`src/core/utx_pkg.sv`:
```
package utx_pkg;

    // ==========================================================
    // fifo geometry
    localparam int unsigned FIFO_AW = 6;
    localparam int unsigned FIFO_DEPTH = 64;
    localparam logic [6:0] FIFO_DEPTH_W = 7'h40;

    // ==========================================================
    // register indices, byte address is index times four
    localparam logic [31:0] IDX_TX_DATA = 32'h50001852;
    localparam logic [31:0] IDX_TX_STAT = 32'h50001854;
    localparam logic [31:0] IDX_TX_CTRL = 32'h50001856;
    localparam logic [31:0] IDX_EP_CFG = 32'h50001858;
    localparam int unsigned DEC_W = 8;

    // ==========================================================
    // tx control fields
    localparam int unsigned TXC_IGN = 7;
    localparam int unsigned TXC_WL_HI = 6;
    localparam int unsigned TXC_WL_LO = 5;
    localparam int unsigned TXC_RFF = 4;
    localparam int unsigned TXC_FLUSH = 3;
    localparam int unsigned TXC_TOG = 2;
    localparam int unsigned TXC_LAST = 1;
    localparam int unsigned TXC_TXEN = 0;
    localparam logic [15:0] TXC_RST = 16'h0000;

    // ==========================================================
    // endpoint config fields
    localparam int unsigned EPC_STALL = 7;
    localparam int unsigned EPC_ISO = 5;
    localparam int unsigned EPC_EPEN = 4;
    localparam int unsigned EPC_EP_HI = 3;
    localparam logic [7:0] EPC_WMASK = 8'hBF;
    localparam logic [15:0] EPC_RST = 16'h0000;

    // ==========================================================
    // tx status fields
    localparam int unsigned STS_URUN = 7;
    localparam int unsigned STS_WARN = 6;
    localparam int unsigned STS_DONE = 5;
    localparam logic [4:0] STS_CNT_SAT = 5'h1F;

    // ==========================================================
    // warning limit codes and thresholds
    localparam logic [1:0] WL_OFF = 2'h0;
    localparam logic [1:0] WL_5 = 2'h1;
    localparam logic [1:0] WL_9 = 2'h2;
    localparam logic [6:0] LIM_5 = 7'h04;
    localparam logic [6:0] LIM_9 = 7'h08;
    localparam logic [6:0] LIM_17 = 7'h10;

    typedef enum logic [1:0] {
        TOK_OUT = 2'h0,
        TOK_IN = 2'h1,
        TOK_SETUP = 2'h2
    } utx_tok_e;

    typedef enum logic [2:0] {
        TS_IDLE = 3'h0,
        TS_DATA = 3'h1,
        TS_CRC = 3'h3,
        TS_EOP = 3'h2,
        TS_STUFF = 3'h6
    } utx_state_e;

endpackage

```
`src/core/utx_ctrl.sv`:
```
// Chosen here: the AHB-Lite slave port.
`timescale 1ns/1ps
// Behaviour
// - iso: ignore mask sends on next IN
// - warning limit codes 00 off, 01 5, 11 17
// - warning flag set at limit while enabled
// - last written saves read pointer; refill restores
// - refill waits for transmission, then self-clears
// - flush zeroes pointers after transmission, self-clears
// - non-iso toggle selects DATA0 or DATA1
// - iso transmit only when frame lsb matches toggle or ignore is set
// - missed iso frame flushed at next SOF
// - iso packets always use DATA0
// - underrun without last forces stuff error, then idle, no EOP
// - payload, CRC16, EOP, then last clears
// - tx enable clears after packet or stall
// - stall answers IN or OUT when enabled
// - SETUP never stalled by stall bit
// - enabled iso endpoint never sends NAK
// - endpoint enable gates number and address match
// - all control fields reset to zero
// - underrun flag set, cleared by status read
module utx_ctrl (
    // clock and reset
    input wire logic hclk,
    input wire logic hresetn,
    input wire logic ce,
    // ahb-lite slave
    input wire logic hsel,
    input wire logic [31:0] haddr,
    input wire logic [1:0] htrans,
    input wire logic hwrite,
    input wire logic [2:0] hsize,
    input wire logic [31:0] hwdata,
    input wire logic hready,
    output logic hreadyout,
    output logic hresp,
    output logic [31:0] hrdata,
    // token side of the protocol engine
    input wire logic tok_valid,
    input wire utx_pkg::utx_tok_e tok_kind,
    input wire logic [6:0] tok_addr,
    input wire logic [3:0] tok_ep,
    input wire logic sof,
    input wire logic frame_number_lsb,
    input wire logic [6:0] dev_addr,
    input wire logic rx_enabled,
    input wire logic rx_full,
    // handshake answers
    output logic hs_stall,
    output logic hs_nak,
    // packet transmit side
    output logic pkt_start,
    output logic pkt_data1,
    output logic [7:0] tx_byte,
    output logic tx_byte_valid,
    input wire logic tx_byte_ready,
    output logic tx_crc_req,
    output logic tx_eop_req,
    output logic tx_stuff_req,
    input wire logic phy_done,
    // events
    output logic tx_warning_event
);
    import utx_pkg::*;

    // ==========================================================
    // address decode
    function automatic logic reg_hit(input logic [31:0] a, input logic [31:0] idx);
        reg_hit = (a[DEC_W+1:2] == idx[DEC_W-1:0]);
    endfunction

    function automatic logic [6:0] warn_limit(input logic [1:0] code);
        case (code)
            WL_OFF: warn_limit = 7'h00;
            WL_5: warn_limit = LIM_5;
            WL_9: warn_limit = LIM_9;
            default: warn_limit = LIM_17;
        endcase
    endfunction

    logic [7:0] txc_r;
    logic [7:0] epc_r;
    logic urun_r, warn_r, done_r;
    logic [7:0] mem [FIFO_DEPTH];
    logic [FIFO_AW:0] wr_r, rd_r, save_r;
    logic match_seen_r;
    utx_state_e st_r, st_nxt;
    logic wr_pend_r, rd_pend_r;
    logic [31:0] addr_r;
    logic [31:0] rdata_nxt;
    logic [6:0] cnt;
    logic [6:0] space;
    logic [4:0] tcount;
    logic fifo_full, fifo_empty, addr_take;
    logic wr_ctrl, wr_cfg, wr_data, rd_stat;
    logic tok_match, in_hit, out_hit, iso, iso_ok, go;
    logic stall_in, nak_in, stall_out, nak_out, idle;
    logic do_flush, do_refill, iso_drop, pkt_end, pop, push, warn_set;

    // ==========================================================
    // fifo level
    assign cnt = 7'(wr_r - rd_r);
    assign space = FIFO_DEPTH_W - cnt;
    assign tcount = (space > 7'(STS_CNT_SAT)) ? STS_CNT_SAT : space[4:0];
    assign fifo_full = (cnt == FIFO_DEPTH_W);
    assign fifo_empty = (cnt == 7'h00);

    // ==========================================================
    // bus decode
    assign addr_take = hsel & hready & htrans[1];
    assign wr_ctrl = wr_pend_r & reg_hit(addr_r, IDX_TX_CTRL);
    assign wr_cfg = wr_pend_r & reg_hit(addr_r, IDX_EP_CFG);
    assign wr_data = wr_pend_r & reg_hit(addr_r, IDX_TX_DATA);
    assign rd_stat = rd_pend_r & reg_hit(addr_r, IDX_TX_STAT);
    // one wait state on reads so a write just before is seen
    assign hreadyout = ~rd_pend_r;
    assign hresp = 1'b0;

    // ==========================================================
    // token decisions
    assign iso = epc_r[EPC_ISO];
    assign tok_match = epc_r[EPC_EPEN] & (tok_addr == dev_addr)
        & (tok_ep == epc_r[EPC_EP_HI:0]);
    assign in_hit = tok_valid & tok_match & (tok_kind == TOK_IN);
    assign out_hit = tok_valid & tok_match & (tok_kind == TOK_OUT);
    assign iso_ok = ~iso | txc_r[TXC_IGN]
        | (frame_number_lsb == txc_r[TXC_TOG]);
    assign idle = (st_r == TS_IDLE);
    assign stall_in = in_hit & idle & epc_r[EPC_STALL] & txc_r[TXC_TXEN];
    assign stall_out = out_hit & epc_r[EPC_STALL] & rx_enabled;
    assign go = in_hit & idle & ~epc_r[EPC_STALL] & txc_r[TXC_TXEN] & iso_ok
        & ~txc_r[TXC_FLUSH] & ~txc_r[TXC_RFF];
    // iso endpoints stay silent when not ready
    assign nak_in = in_hit & idle & ~iso & ~epc_r[EPC_STALL] & ~txc_r[TXC_TXEN];
    assign nak_out = out_hit & ~stall_out & ~iso & rx_full;

    // ==========================================================
    // deferred fifo actions
    assign do_flush = idle & txc_r[TXC_FLUSH] & ~go;
    assign do_refill = idle & txc_r[TXC_RFF] & ~txc_r[TXC_FLUSH] & ~go;
    assign iso_drop = idle & sof & match_seen_r & txc_r[TXC_TXEN] & ~go;
    assign pkt_end = ((st_r == TS_EOP) | (st_r == TS_STUFF)) & phy_done;
    assign pop = (st_r == TS_DATA) & ~fifo_empty & (~tx_byte_valid | tx_byte_ready);
    assign push = wr_data & ~fifo_full & ~do_flush & ~iso_drop;
    assign warn_set = txc_r[TXC_TXEN] & (warn_limit(txc_r[TXC_WL_HI:TXC_WL_LO]) != 7'h00)
        & (cnt <= warn_limit(txc_r[TXC_WL_HI:TXC_WL_LO]));
    assign tx_warning_event = warn_set;
    assign tx_crc_req = (st_r == TS_CRC);
    assign tx_eop_req = (st_r == TS_EOP);
    assign tx_stuff_req = (st_r == TS_STUFF);

    // ==========================================================
    // transmit sequencer
    always_comb begin
        st_nxt = st_r;
        case (st_r)
            TS_IDLE: begin
                if (go) begin
                    st_nxt = TS_DATA;
                end
            end
            TS_DATA: begin
                if (fifo_empty & ~tx_byte_valid) begin
                    if (txc_r[TXC_LAST]) begin
                        st_nxt = TS_CRC;
                    end else begin
                        st_nxt = TS_STUFF;
                    end
                end
            end
            TS_CRC: begin
                if (phy_done) begin
                    st_nxt = TS_EOP;
                end
            end
            TS_EOP, TS_STUFF: begin
                if (phy_done) begin
                    st_nxt = TS_IDLE;
                end
            end
            default: st_nxt = TS_IDLE;
        endcase
    end

    always_ff @(posedge hclk or negedge hresetn) begin
        if (!hresetn) begin
            st_r <= TS_IDLE;
        end else if (ce) begin
            st_r <= st_nxt;
        end
    end

    // ==========================================================
    // ahb-lite phases
    always_ff @(posedge hclk or negedge hresetn) begin
        if (!hresetn) begin
            wr_pend_r <= 1'b0;
            rd_pend_r <= 1'b0;
            addr_r <= 32'h00000000;
        end else if (ce) begin
            wr_pend_r <= addr_take & hwrite;
            rd_pend_r <= addr_take & ~hwrite;
            if (addr_take) begin
                addr_r <= haddr;
            end
        end
    end

    always_comb begin
        rdata_nxt = 32'h00000000;
        if (reg_hit(addr_r, IDX_TX_CTRL)) begin
            rdata_nxt[7:0] = txc_r;
        end else if (reg_hit(addr_r, IDX_EP_CFG)) begin
            rdata_nxt[7:0] = epc_r;
        end else if (reg_hit(addr_r, IDX_TX_STAT)) begin
            rdata_nxt[7:0] = {urun_r, warn_r, done_r, tcount};
        end
    end

    always_ff @(posedge hclk or negedge hresetn) begin
        if (!hresetn) begin
            hrdata <= 32'h00000000;
        end else if (ce && rd_pend_r) begin
            hrdata <= rdata_nxt;
        end
    end

    // ==========================================================
    // tx control register
    always_ff @(posedge hclk or negedge hresetn) begin
        if (!hresetn) begin
            txc_r <= TXC_RST[7:0];
        end else if (ce) begin
            if (do_flush | iso_drop) begin
                txc_r[TXC_FLUSH] <= 1'b0;
                txc_r[TXC_TXEN] <= 1'b0;
                txc_r[TXC_LAST] <= 1'b0;
            end
            if (do_refill) begin
                txc_r[TXC_RFF] <= 1'b0;
            end
            if (stall_in) begin
                txc_r[TXC_TXEN] <= 1'b0;
            end
            if (pkt_end) begin
                txc_r[TXC_TXEN] <= 1'b0;
                txc_r[TXC_LAST] <= 1'b0;
            end
            // firmware write wins over a hardware clear
            if (wr_ctrl) begin
                txc_r <= hwdata[7:0];
            end
        end
    end

    always_ff @(posedge hclk or negedge hresetn) begin
        if (!hresetn) begin
            epc_r <= EPC_RST[7:0];
        end else if (ce && wr_cfg) begin
            epc_r <= hwdata[7:0] & EPC_WMASK;
        end
    end

    // ==========================================================
    // fifo storage and pointers
    always_ff @(posedge hclk) begin
        if (ce && push) begin
            mem[wr_r[FIFO_AW-1:0]] <= hwdata[7:0];
        end
    end

    always_ff @(posedge hclk or negedge hresetn) begin
        if (!hresetn) begin
            wr_r <= '0;
        end else if (ce) begin
            if (do_flush | iso_drop) begin
                wr_r <= '0;
            end else if (push) begin
                wr_r <= wr_r + 1'b1;
            end
        end
    end

    always_ff @(posedge hclk or negedge hresetn) begin
        if (!hresetn) begin
            rd_r <= '0;
        end else if (ce) begin
            if (do_flush | iso_drop) begin
                rd_r <= '0;
            end else if (do_refill) begin
                rd_r <= save_r;
            end else if (pop) begin
                rd_r <= rd_r + 1'b1;
            end
        end
    end

    // saved pointer marks the start of the packet being closed
    always_ff @(posedge hclk or negedge hresetn) begin
        if (!hresetn) begin
            save_r <= '0;
        end else if (ce) begin
            if (do_flush | iso_drop) begin
                save_r <= '0;
            end else if (wr_ctrl && hwdata[TXC_LAST]) begin
                save_r <= rd_r;
            end
        end
    end

    // ==========================================================
    // byte output stage
    always_ff @(posedge hclk or negedge hresetn) begin
        if (!hresetn) begin
            tx_byte <= 8'h00;
            tx_byte_valid <= 1'b0;
        end else if (ce) begin
            if (st_r != TS_DATA) begin
                tx_byte_valid <= 1'b0;
            end else if (pop) begin
                tx_byte <= mem[rd_r[FIFO_AW-1:0]];
                tx_byte_valid <= 1'b1;
            end else if (tx_byte_ready) begin
                tx_byte_valid <= 1'b0;
            end
        end
    end

    // ==========================================================
    // handshakes and packet start
    always_ff @(posedge hclk or negedge hresetn) begin
        if (!hresetn) begin
            hs_stall <= 1'b0;
            hs_nak <= 1'b0;
            pkt_start <= 1'b0;
            pkt_data1 <= 1'b0;
        end else if (ce) begin
            hs_stall <= stall_in | stall_out;
            hs_nak <= nak_in | nak_out;
            pkt_start <= go;
            if (go) begin
                pkt_data1 <= ~iso & txc_r[TXC_TOG];
            end
        end
    end

    // frame match seen in this frame without an IN
    always_ff @(posedge hclk or negedge hresetn) begin
        if (!hresetn) begin
            match_seen_r <= 1'b0;
        end else if (ce) begin
            if (sof | go) begin
                match_seen_r <= 1'b0;
            end else if (iso & ~txc_r[TXC_IGN] & txc_r[TXC_TXEN] & iso_ok) begin
                match_seen_r <= 1'b1;
            end
        end
    end

    // ==========================================================
    // sticky status, set wins over read clear
    always_ff @(posedge hclk or negedge hresetn) begin
        if (!hresetn) begin
            urun_r <= 1'b0;
            warn_r <= 1'b0;
            done_r <= 1'b0;
        end else if (ce) begin
            if ((st_r == TS_DATA) && (st_nxt == TS_STUFF)) begin
                urun_r <= 1'b1;
            end else if (rd_stat) begin
                urun_r <= 1'b0;
            end
            if (warn_set) begin
                warn_r <= 1'b1;
            end else if (rd_stat) begin
                warn_r <= 1'b0;
            end
            if (pkt_end | stall_in | iso_drop) begin
                done_r <= 1'b1;
            end else if (rd_stat) begin
                done_r <= 1'b0;
            end
        end
    end

endmodule // utx_ctrl

```
`config.mk`:
```
export PLATFORM = sky130hd
export DESIGN_NAME = utx_ctrl
export DESIGN_NICKNAME = d
export VERILOG_FILES = /design/src/core/utx_pkg.sv /design/src/core/utx_ctrl.sv
export SDC_FILE = /design/constraint.sdc
export NUM_CORES = 1
export LEC_CHECK = 0
export BUFFER_PORTS_ARGS = -buffer_cell sky130_fd_sc_hd__buf_2
export CORE_ASPECT_RATIO = 0.5
export CORE_UTILIZATION = 60
export DETAILED_ROUTE_END_ITERATION = 16
export HOLD_SLACK_MARGIN = 0.08
export PLACE_DENSITY = 0.79
export SYNTH_ARGS = -nofsm -noshare
export SYNTH_HDL_FRONTEND = slang
export SYNTH_SLANG_ARGS = --single-unit
```
`constraint.sdc`:
```
create_clock -name hclk -period 5.1 [get_ports hclk]
set_clock_uncertainty 0.1 [all_clocks]
set_input_delay 1.02 -clock hclk [delete_from_list [all_inputs] [get_ports hclk]]
set_output_delay 1.02 -clock hclk [all_outputs]
set_load 0.01 [all_outputs]
```
==> results of run 1 <==
[logic make-up after synthesis]
group                      after synthesis  synth area share (%)
and+or+nand+nor                        282                  5.82
DFF                                    586                  71.2
adders and majority gates               14                 0.755
other                                    1                0.0155
xor gates and xnor gates                18                 0.652
buffers and inverters                  110                  2.19
AOI/OAI and AO/OA                      197                  5.55
muxes                                  171                  13.8
[what timing repair did]
item / 4_1_cts / 5_1_grt
resized for setup: 0 / 1
setup endpoints to repair: 0 / 1
buffers inserted: 0 / 0
[how the worst max path moves through the flow]
stage | start | to | slack (ns) | cells past startpoint
floorplan | rd_r[1]$_DFFE_PN0P_ | tx_warning_event | 0.92 | 15
global placement | tok_ep[2] | mem[50][6]$_DFFE_PP_ | 0.78 | 8
detailed placement | dev_addr[2] | mem[51][6]$_DFFE_PP_ | 0.67 | 8
CTS | wr_r[0]$_DFFE_PN0P_ | tx_warning_event | 0.23 | 13
global route | wr_r[0]$_DFFE_PN0P_ | tx_warning_event | 0.13 | 13
finish | wr_r[0]$_DFFE_PN0P_ | tx_warning_event | 0.34 | 13
[state kept, by name (all words and copies together), names as in the netlist, 3 cells and up]
signal   cells
addr_r       8
st_r         3
hrdata       8
save_r       7
txc_r        8
rd_r         7
wr_r         7
tx_byte      8
epc_r        7
mem        512
[through the flow]
stage          std cells  area [sq um]  power (uW)  hold WS, ns
2_1_floorplan       1403         24300        7430        0.333
3_3_place_gp        1988         25400        8120        0.356
3_5_place_dp        1988         25400        8180        0.362
4_1_cts             2079         27100       12100        0.376
5_1_grt             2079         27100       12500        0.396
6_report            2079         27100       12100        0.377
[power breakdown]
group | switching (uW) | internal [uW] | leakage, uW | total (uW)
Combinational | 1510 | 1230 | 0.00295 | 2740
Sequential | 106 | 5280 | 0.00559 | 5390
Clock | 1730 | 2270 | 0.000827 | 4000
[layout make-up]
class / instances / area (sq um)
Clock inverter: 36 / 435
Timing Repair Buffer: 143 / 901
Tap cell: 530 / 663
Sequential cell: 586 / 17200
Multi-Input combinational cell: 707 / 6520
Fill cell: 2360 / 12200
Clock buffer: 55 / 1270
Inverter: 22 / 82.6
[layout by cell type (no fill, tap or decap), types with 5 or more instances in the layout]
cell type and instances:
buf_4 68, inv_1 19, a21oi_1 25, ha_1 13, nand2_1 65, clkbuf_1 5
mux4_2 128, clkinv_2 8, clkinv_1 13, and3_1 5, bufinv_16 9, edfxtp_1 512
nor3_1 11, and2_1 5, a22o_1 13, xnor2_1 16, nand2b_1 9, clkbuf_16 50
a22oi_1 13, o22ai_1 6, nor3b_1 6, o31ai_1 7, conb_1 25, a221oi_1 26
a211oi_1 8, nand4_1 12, mux2i_1 22, nor2_1 98, a21o_1 7, nand3_1 29
mux2_2 20, dfrtp_1 71, buf_2 74, nor2b_1 6, o21ai_0 60
[critical path: stages, from the launching register on]
cell and delay [ns]:
dfrtp_2 0.46, inv_1 0.17, ha_1 0.27, fa_1 0.40, and2b_1 0.22, o31a_1 0.16
a21o_1 0.14, clkinv_1 0.17, ha_1 0.34, o21a_1 0.11, o21ai_0 0.18, o2111ai_1 0.13
nor2_1 0.16, buf_2 0.16
[metal layers]
layer  part of all wire [%]  up-vias  global-route usage, %
li1                       -     5750                      -
met3                     11      150                   5.09
met4                    3.4        0                   9.88
met2                     50      951                   47.3
met1                     36     7021                   38.1
met5                      0        -                      0
==> flow_summary.toml, run 1 <==
[drt]
drt_iter0_drc = 1789
num_vias = 13900
route.detailed.wl_per_inst_um = 27.5
ant_nets = 0
drtPass1Iterations = 6
routed_wl_mm = 57.2
post-route-drc-count = 0
vias_per_cell = 6.67

[timing]
worst_pin_slew_ns = 1.31
max_freq_ghz = 0.210
fin_crit_sh_pct = 93.3
maxSlewViolCount = 0
maxSlewHeadroom_pct = 12.4
fin_setup_tns_ns = 0
worst_slack_ns = 0.339
timing.final.hold_violations = 0
fin_crit_ns = 4.76
setup_viol = 0
rsz0062_at_grt = "no"

[yosys]
synth-seq-cells = 586
synth_top_cell_by_area = "edfxtp_1"
synth_enable_flop_cells = 512
yosysTopAreaCellShare_pct = 63.6
synth_async_sr_flop_share_pct = 12.6
yosysWarnings = 0
syn_inst = 1379
ys_types = 73
synth_seq_area_share_pct = 71.2
yosys-top-cells-area = "edfxtp_1 64%, mux4_2 12%, dfrtp_1 7.7%"
syn_avg_cell_area_sq_um = 17.5
synthFlopType = "edfxtp_1"
synth_commonest_cells = "512 x edfxtp_1, 128 x mux4_2, 98 x nor2_1"
netlist_area_sq_um = 24200
synth_most_common_cell = "edfxtp_1"

[clock_network]
cts_tree = "done"
cts.sinks = 586
ctsLongestPathBuffers = 3
cts_root_buffer = "clkbuf_16"
cts_max_level = 2
clkLatencyLatePin_ns = 0.60
cts.clk_slew.worst_paths_ns = 0.06
hold_buffers = 0
cts_buffers = 49

[setup_path]
worstRegToRegCells = 10
crit_fanout = 9
reg2reg_from = "wr_r[0]$_DFFE_PN0P_"
critPathLaunchType = "flop"
rrSetupSlack_ns = 0.65
end_kind = "output pin"
r2r_end = "mem[59][7]$_DFFE_PP_"
path_class = "flop to output pin"
arrival_ns = 3.64
critPathRequiredTime_ns = 3.98

[floorplan]
initial_utilization_pct = 61.5
ios = 153
design.core.area_sq_um = 39300
dieArea_sq_um = 41200
die_w_um = 286
fp.dieH_um = 144
row_count = 51

[place]
gp_congestion = 0.909
dp_worst_setup_slack_ns = 0.668
port-buffer-count = 75
dp_hpwl_mm = 33.3

[global_routing]
grt_max_degree = 121
grt_pass1_wl_mm = 85.4
antenna_found_initial = 0
grt-ovfl-total = 0
grt_pass1_vias = 13900
grtUsageTotal_pct = 28.3

[worst_hold_path]
holdPathStages = 1
hold_class = "flop to flop"
hold_end = "urun_r$_DFFE_PN0P_"
holdCritStartpoint = "urun_r$_DFFE_PN0P_"

[power_and_ir_drop]
p_per_area_nw_per_um2 = 447
cellLeakagePower_uw = 0.00937
irDropWorstVdd_uv = 394

[run_status]
status = "finished, final reports clean"

[final_layout]
final_util_pct = 69.0
syn2layout_area_growth_pct = 12.1
n_antenna_cell = 0
final_nets = 1625
drive_gt1_share_pct = 24.9

[flow_run]
cap_violations = 0
Note: power is estimated with default switching activity, not from simulation.
==> inputs of run 2 (changes only) <==
==> constraint.sdc (replaced) <==
create_clock -name hclk -period 5.1 [get_ports hclk]
set_clock_uncertainty 0.1 [all_clocks]
set_input_delay 1.275 -clock hclk [delete_from_list [all_inputs] [get_ports hclk]]
set_output_delay 1.275 -clock hclk [all_outputs]
set_load 0.01 [all_outputs]
==> run 2 against run 1 <==
Against the previous run:
- critical path depth stayed put
- clock-buffer cell count is 7 higher
- design area hardly changed
- clock power is 3% lower
- die area stayed put
- total power is 1.2% lower
- via count is 1.2% lower
- critical endpoint unchanged
- highest routed layer unchanged
==> flow_summary.toml, run 2 (synthesis gave the netlist of run 1 again) <==
[run_status]
status = "finished, final reports clean"

[floorplan]
die_w_um = 286
dieArea_sq_um = 41200
row_count = 51
initial_utilization_pct = 61.5
fp.dieH_um = 144
ios = 153
design.core.area_sq_um = 39300

[place]
place_inst = 1993
dp_hpwl_mm = 33.4
port-buffer-count = 75
gp_congestion = 0.889
dp_worst_setup_slack_ns = 0.635

[setup_path]
critPathRequiredTime_ns = 3.72
path_class = "flop to output pin"
crit_fanout = 9
worstSetupStartpoint = "wr_r[0]$_DFFE_PN0P_"
arrival_ns = 3.50
critPathLaunchType = "flop"
end_kind = "output pin"
reg2reg_from = "wr_r[0]$_DFFE_PN0P_"

[timing]
timing.final.hold_violations = 0
fin_crit_ns = 4.88
fin_setup_tns_ns = 0
max_freq_ghz = 0.205
maxSlewViolCount = 0
fin_crit_sh_pct = 95.7
rsz0062_at_grt = "no"
holdWs_ns = 0.376
setup_viol = 0
maxSlewHeadroom_pct = 13.3
worst_slack_ns = 0.222
worst_pin_slew_ns = 1.30

[final_layout]
final_nets = 1633
layout.cells.non_filler = 2085
n_antenna_cell = 0
syn2layout_area_growth_pct = 12.0
final_common_cell = "edfxtp_1"
largest_reg_flops = 512
final_util_pct = 68.9
layout_common_cells = "512 x edfxtp_1, 128 x mux4_2, 98 x nor2_1, 76 x buf_4, 74 x buf_2"
drive_gt1_share_pct = 25.4

[clock_network]
cts_buffers = 49
cts.sinks = 586
cts_root_buffer = "clkbuf_16"
clkLatencyLatePin_ns = 0.58
cts.clk_slew.worst_paths_ns = 0.07
cts_max_level = 2
cts_tree = "done"
ctsLongestPathBuffers = 3

[drt]
drtPass1Iterations = 6
route.detailed.wl_per_inst_um = 27.1
num_vias = 13700
ant_nets = 0
routed_wl_mm = 56.6
vias_per_cell = 6.58
post-route-drc-count = 0
drt_iter0_drc = 1787

[power_and_ir_drop]
cellLeakagePower_uw = 0.00939
p_per_area_nw_per_um2 = 442
irDropWorstVdd_uv = 419

[global_routing]
grtUsageTotal_pct = 27.8
grt-ovfl-total = 0
grt_pass1_vias = 13600
grt_pass1_wl_mm = 83.6
antenna_found_initial = 0
grt_max_degree = 121

[worst_hold_path]
hold_class = "flop to flop"
holdCritStartpoint = "done_r$_DFFE_PN0P_"

[flow_run]
cap_violations = 0
[run 2: cell types whose count changed in the layout (fill, tap and decap cells not counted), moves of 3 or more]
| cell | before | now |
|---|---|---|
| clkbuf_1 | 5 | 10 |
| clkinv_2 | 8 | 13 |
| bufinv_16 | 9 | 6 |
| clkbuf_8 | 0 | 3 |
| clkinv_1 | 13 | 6 |
| buf_4 | 68 | 76 |
[run 2: through the flow]
step	instance area (sq um)	total power, uW
after floorplan	24300	7430
after global placement	25400	8110
after detailed placement	25400	8170
after CTS	27100	12000
after global routing	27100	12400
final	27100	12000
[run 2: worst paths after layout]
kind	slack, ns	depth (start not counted)	to
setup / recovery	0.22	13	tx_warning_event
hold / removal	0.38	2	done_r$_DFFE_PN0P_
setup reg to reg	0.82	10	mem[15][6]$_DFFE_PP_
hold reg to reg	0.38	2	done_r$_DFFE_PN0P_
max in group asynchronous	3.40	1	rd_r[1]$_DFFE_PN0P_
min in group asynchronous	0.75	1	hrdata[3]$_DFFE_PN0P_
[run 2: power breakdown]
part	internal, uW	switching (uW)	total [uW]
Clock	2140	1730	3870
Combinational	1230	1500	2730
Sequential	5290	106	5390
Total	8660	3330	12000
[run 2: what timing repair did]
item / CTS / global route
endpoints found under the hold margin: 0 / 0
endpoints found under the setup margin: 0 / 1
hold buffers: 0 / 0
buffers inserted: 0 / 3
gates resized for setup: 0 / 3
[run 2: routing by layer]
metal / vias to the layer above / global-route usage (%) / wire, um
li1: 5774 / - / -
met1: 6884 / 37.7 / 21000
met2: 915 / 45.6 / 27600
met3: 138 / 6.14 / 6200
met4: 0 / 9.34 / 1850
met5: - / 0 / 0
[run 2: layout make-up]
class                           count  area, sq um
Tap cell                          530          663
Clock buffer                       62         1310
Fill cell                        2317        12200
Timing Repair Buffer              151          961
Multi-Input combinational cell    707         6520
Inverter                           22         82.6
Clock inverter                     27          318
Sequential cell                   586        17200
[run 2: worst max-delay path, cell delays in order, from the launching register on]
cell	delay [ns]
dfrtp_2	0.46
inv_1	0.16
ha_1	0.27
fa_1	0.41
and2b_1	0.23
o31a_1	0.16
a21o_1	0.15
inv_2	0.08
ha_1	0.29
o21a_1	0.10
o21ai_0	0.16
o2111ai_1	0.13
nor2_1	0.16
buf_2	0.16
==> inputs of run 3 (changes only) <==
- CORE_MARGIN: not set -> 2
==> run 3 against run 2 <==
Against the previous run:
- via count grew 0.97%
- sequential share of layout area grew 0.49 points
- non-clock buffer count shrank 19
- register-to-register slack is essentially flat
- maximum frequency grew 0.41%
- wire length shrank 0.96%
- design area shrank 0.77%
- die area grew 2.1%
- global-route usage shrank 0.67 points
- combinational power is essentially flat
- clock-buffer cell count is the same
- critical path type unchanged
==> flow_summary.toml, run 3 (synthesis gave the netlist of run 1 again) <==
[run_status]
status = "finished, final reports clean"

[drt]
drt_iter0_drc = 1699
route.detailed.wl_per_inst_um = 27.1
ant_nets = 0
post-route-drc-count = 0
met2_length_mm = 27.0
drtPass1Iterations = 7
wl_met1_mm = 21.2
wl_met3_mm = 6.00
dr.max_layer_used = "met4"
num_vias = 13800
routed_wl_mm = 56.1
vias_per_cell = 6.70

[place]
dp_hpwl_mm = 33.7
dp_worst_setup_slack_ns = 0.480
port-buffer-count = 75
gp_congestion = 0.896
placed_cell_area_sq_um = 25300

[setup_path]
end_kind = "output pin"
cp-endpoint = "tx_warning_event"
critPathLaunchType = "flop"
rrSetupSlack_ns = 0.82
reg2reg_from = "wr_r[0]$_DFFE_PN0P_"
path_class = "flop to output pin"
worstRegToRegCells = 10
r2r_end = "mem[7][1]$_DFFE_PP_"
worstSetupStartpoint = "wr_r[0]$_DFFE_PN0P_"
critPathRequiredTime_ns = 3.72
crit_fanout = 6
arrival_ns = 3.48

[clock_network]
cts_max_level = 2
ctsLongestPathBuffers = 3
cts_tree = "done"
clkLatencyLatePin_ns = 0.60
cts.clk_slew.worst_paths_ns = 0.07
cts_buffers = 48
cts.sinks = 586
cts_root_buffer = "clkbuf_16"

[final_layout]
postLayoutCellArea_sq_um = 26900
n_fill_cell = 2357
syn2layout_area_growth_pct = 11.1
final_nets = 1613
n_antenna_cell = 0
seqCellArea_sq_um = 17200
multi_input_area_sq_um = 6520
final_common_cell = "edfxtp_1"
drive_gt1_share_pct = 24.9
layout_common_cells = "512 x edfxtp_1, 128 x mux4_2, 98 x nor2_1, 74 x buf_2, 70 x dfrtp_1"
largest_reg_flops = 512

[timing]
maxSlewHeadroom_pct = 12.6
fin_crit_ns = 4.86
worst_slack_ns = 0.241
max_freq_ghz = 0.206
rsz0062_at_grt = "no"
worst_pin_slew_ns = 1.31
maxSlewViolCount = 0
holdWs_ns = 0.380
fin_crit_sh_pct = 95.3
fin_setup_tns_ns = 0
setup_viol = 0
timing.final.hold_violations = 0

[flow_run]
cap_violations = 0

[global_routing]
grtUsageTotal_pct = 27.2
grt_pass1_vias = 14000
grt-ovfl-total = 0
grt_max_degree = 132
grt_pass1_wl_mm = 85.0
antenna_found_initial = 0

[power_and_ir_drop]
p_per_area_nw_per_um2 = 438
irDropWorstVdd_uv = 414
cellLeakagePower_uw = 0.00925

[floorplan]
initial_utilization_pct = 61.5
fp.dieH_um = 146
die_w_um = 288
dieArea_sq_um = 42000
design.core.area_sq_um = 39300
row_count = 51
ios = 153

[worst_hold_path]
hold_class = "flop to flop"
-- run 3: cell types whose count changed in the layout (fill, tap and decap cells not counted), sizes merged --
cell,change
bufinv,-4
clkinv,+3
inv,-2
clkinvlp,+4
buf,-19
-- run 3: routing by layer --
metal | track usage [%] | vias to the layer above
li1 | - | 5729
met1 | 39.1 | 7070
met2 | 42.9 | 891
met3 | 5.09 | 154
met4 | 8.47 | 0
met5 | 0 | -
-- run 3: stage by stage --
step | std cells | power (uW) | utilization, %
floorplan | 1403 | 7430 | -
global placement | 1973 | 8110 | 64.4
detailed placement | 1973 | 8170 | 64.4
CTS | 2063 | 11800 | 68.3
global route | 2067 | 12200 | 68.4
finish | 2067 | 11800 | 68.4
-- run 3: timing repair --
item	in CTS	in global routing
hold buffers	0	0
buffers inserted	0	4
pin swaps	0	0
setup endpoints to repair	1	1
endpoints found under the hold margin	0	0
gates resized for setup	1	4
-- run 3: how the worst min path moves through the flow --
stage | from | end | slack, ns | cells after the start
floorplan | done_r$_DFFE_PN0P_ | done_r$_DFFE_PN0P_ | 0.33 | 2
global placement | urun_r$_DFFE_PN0P_ | urun_r$_DFFE_PN0P_ | 0.35 | 1
detailed placement | urun_r$_DFFE_PN0P_ | urun_r$_DFFE_PN0P_ | 0.36 | 1
CTS | pkt_data1$_DFFE_PN0P_ | pkt_data1$_DFFE_PN0P_ | 0.39 | 2
global route | urun_r$_DFFE_PN0P_ | urun_r$_DFFE_PN0P_ | 0.41 | 1
finish | pkt_data1$_DFFE_PN0P_ | pkt_data1$_DFFE_PN0P_ | 0.38 | 2
-- run 3: area by class of cell --
cell class              count  area share, %
inverters                  22          0.321
flip-flops and latches    586           64.1
well taps                 530           2.47
clock inverters            28          0.838
repair buffers            132           3.09
clock buffers              62           4.90
multi-input cells         707           24.3
-- run 3: critical path, stage by stage, from the launching register on --
cell	delay, ns
dfrtp_2	0.43
clkinvlp_4	0.18
ha_1	0.27
fa_1	0.40
and2b_1	0.23
o31a_1	0.18
a21o_1	0.15
inv_2	0.08
ha_1	0.29
o21a_1	0.11
o21ai_0	0.15
o2111ai_1	0.13
nor2_1	0.16
buf_2	0.16
-- run 3: where the power goes --
group	internal, uW	switching [uW]
clock	1950	1700
sequential	5290	84.2
combinational	1240	1520
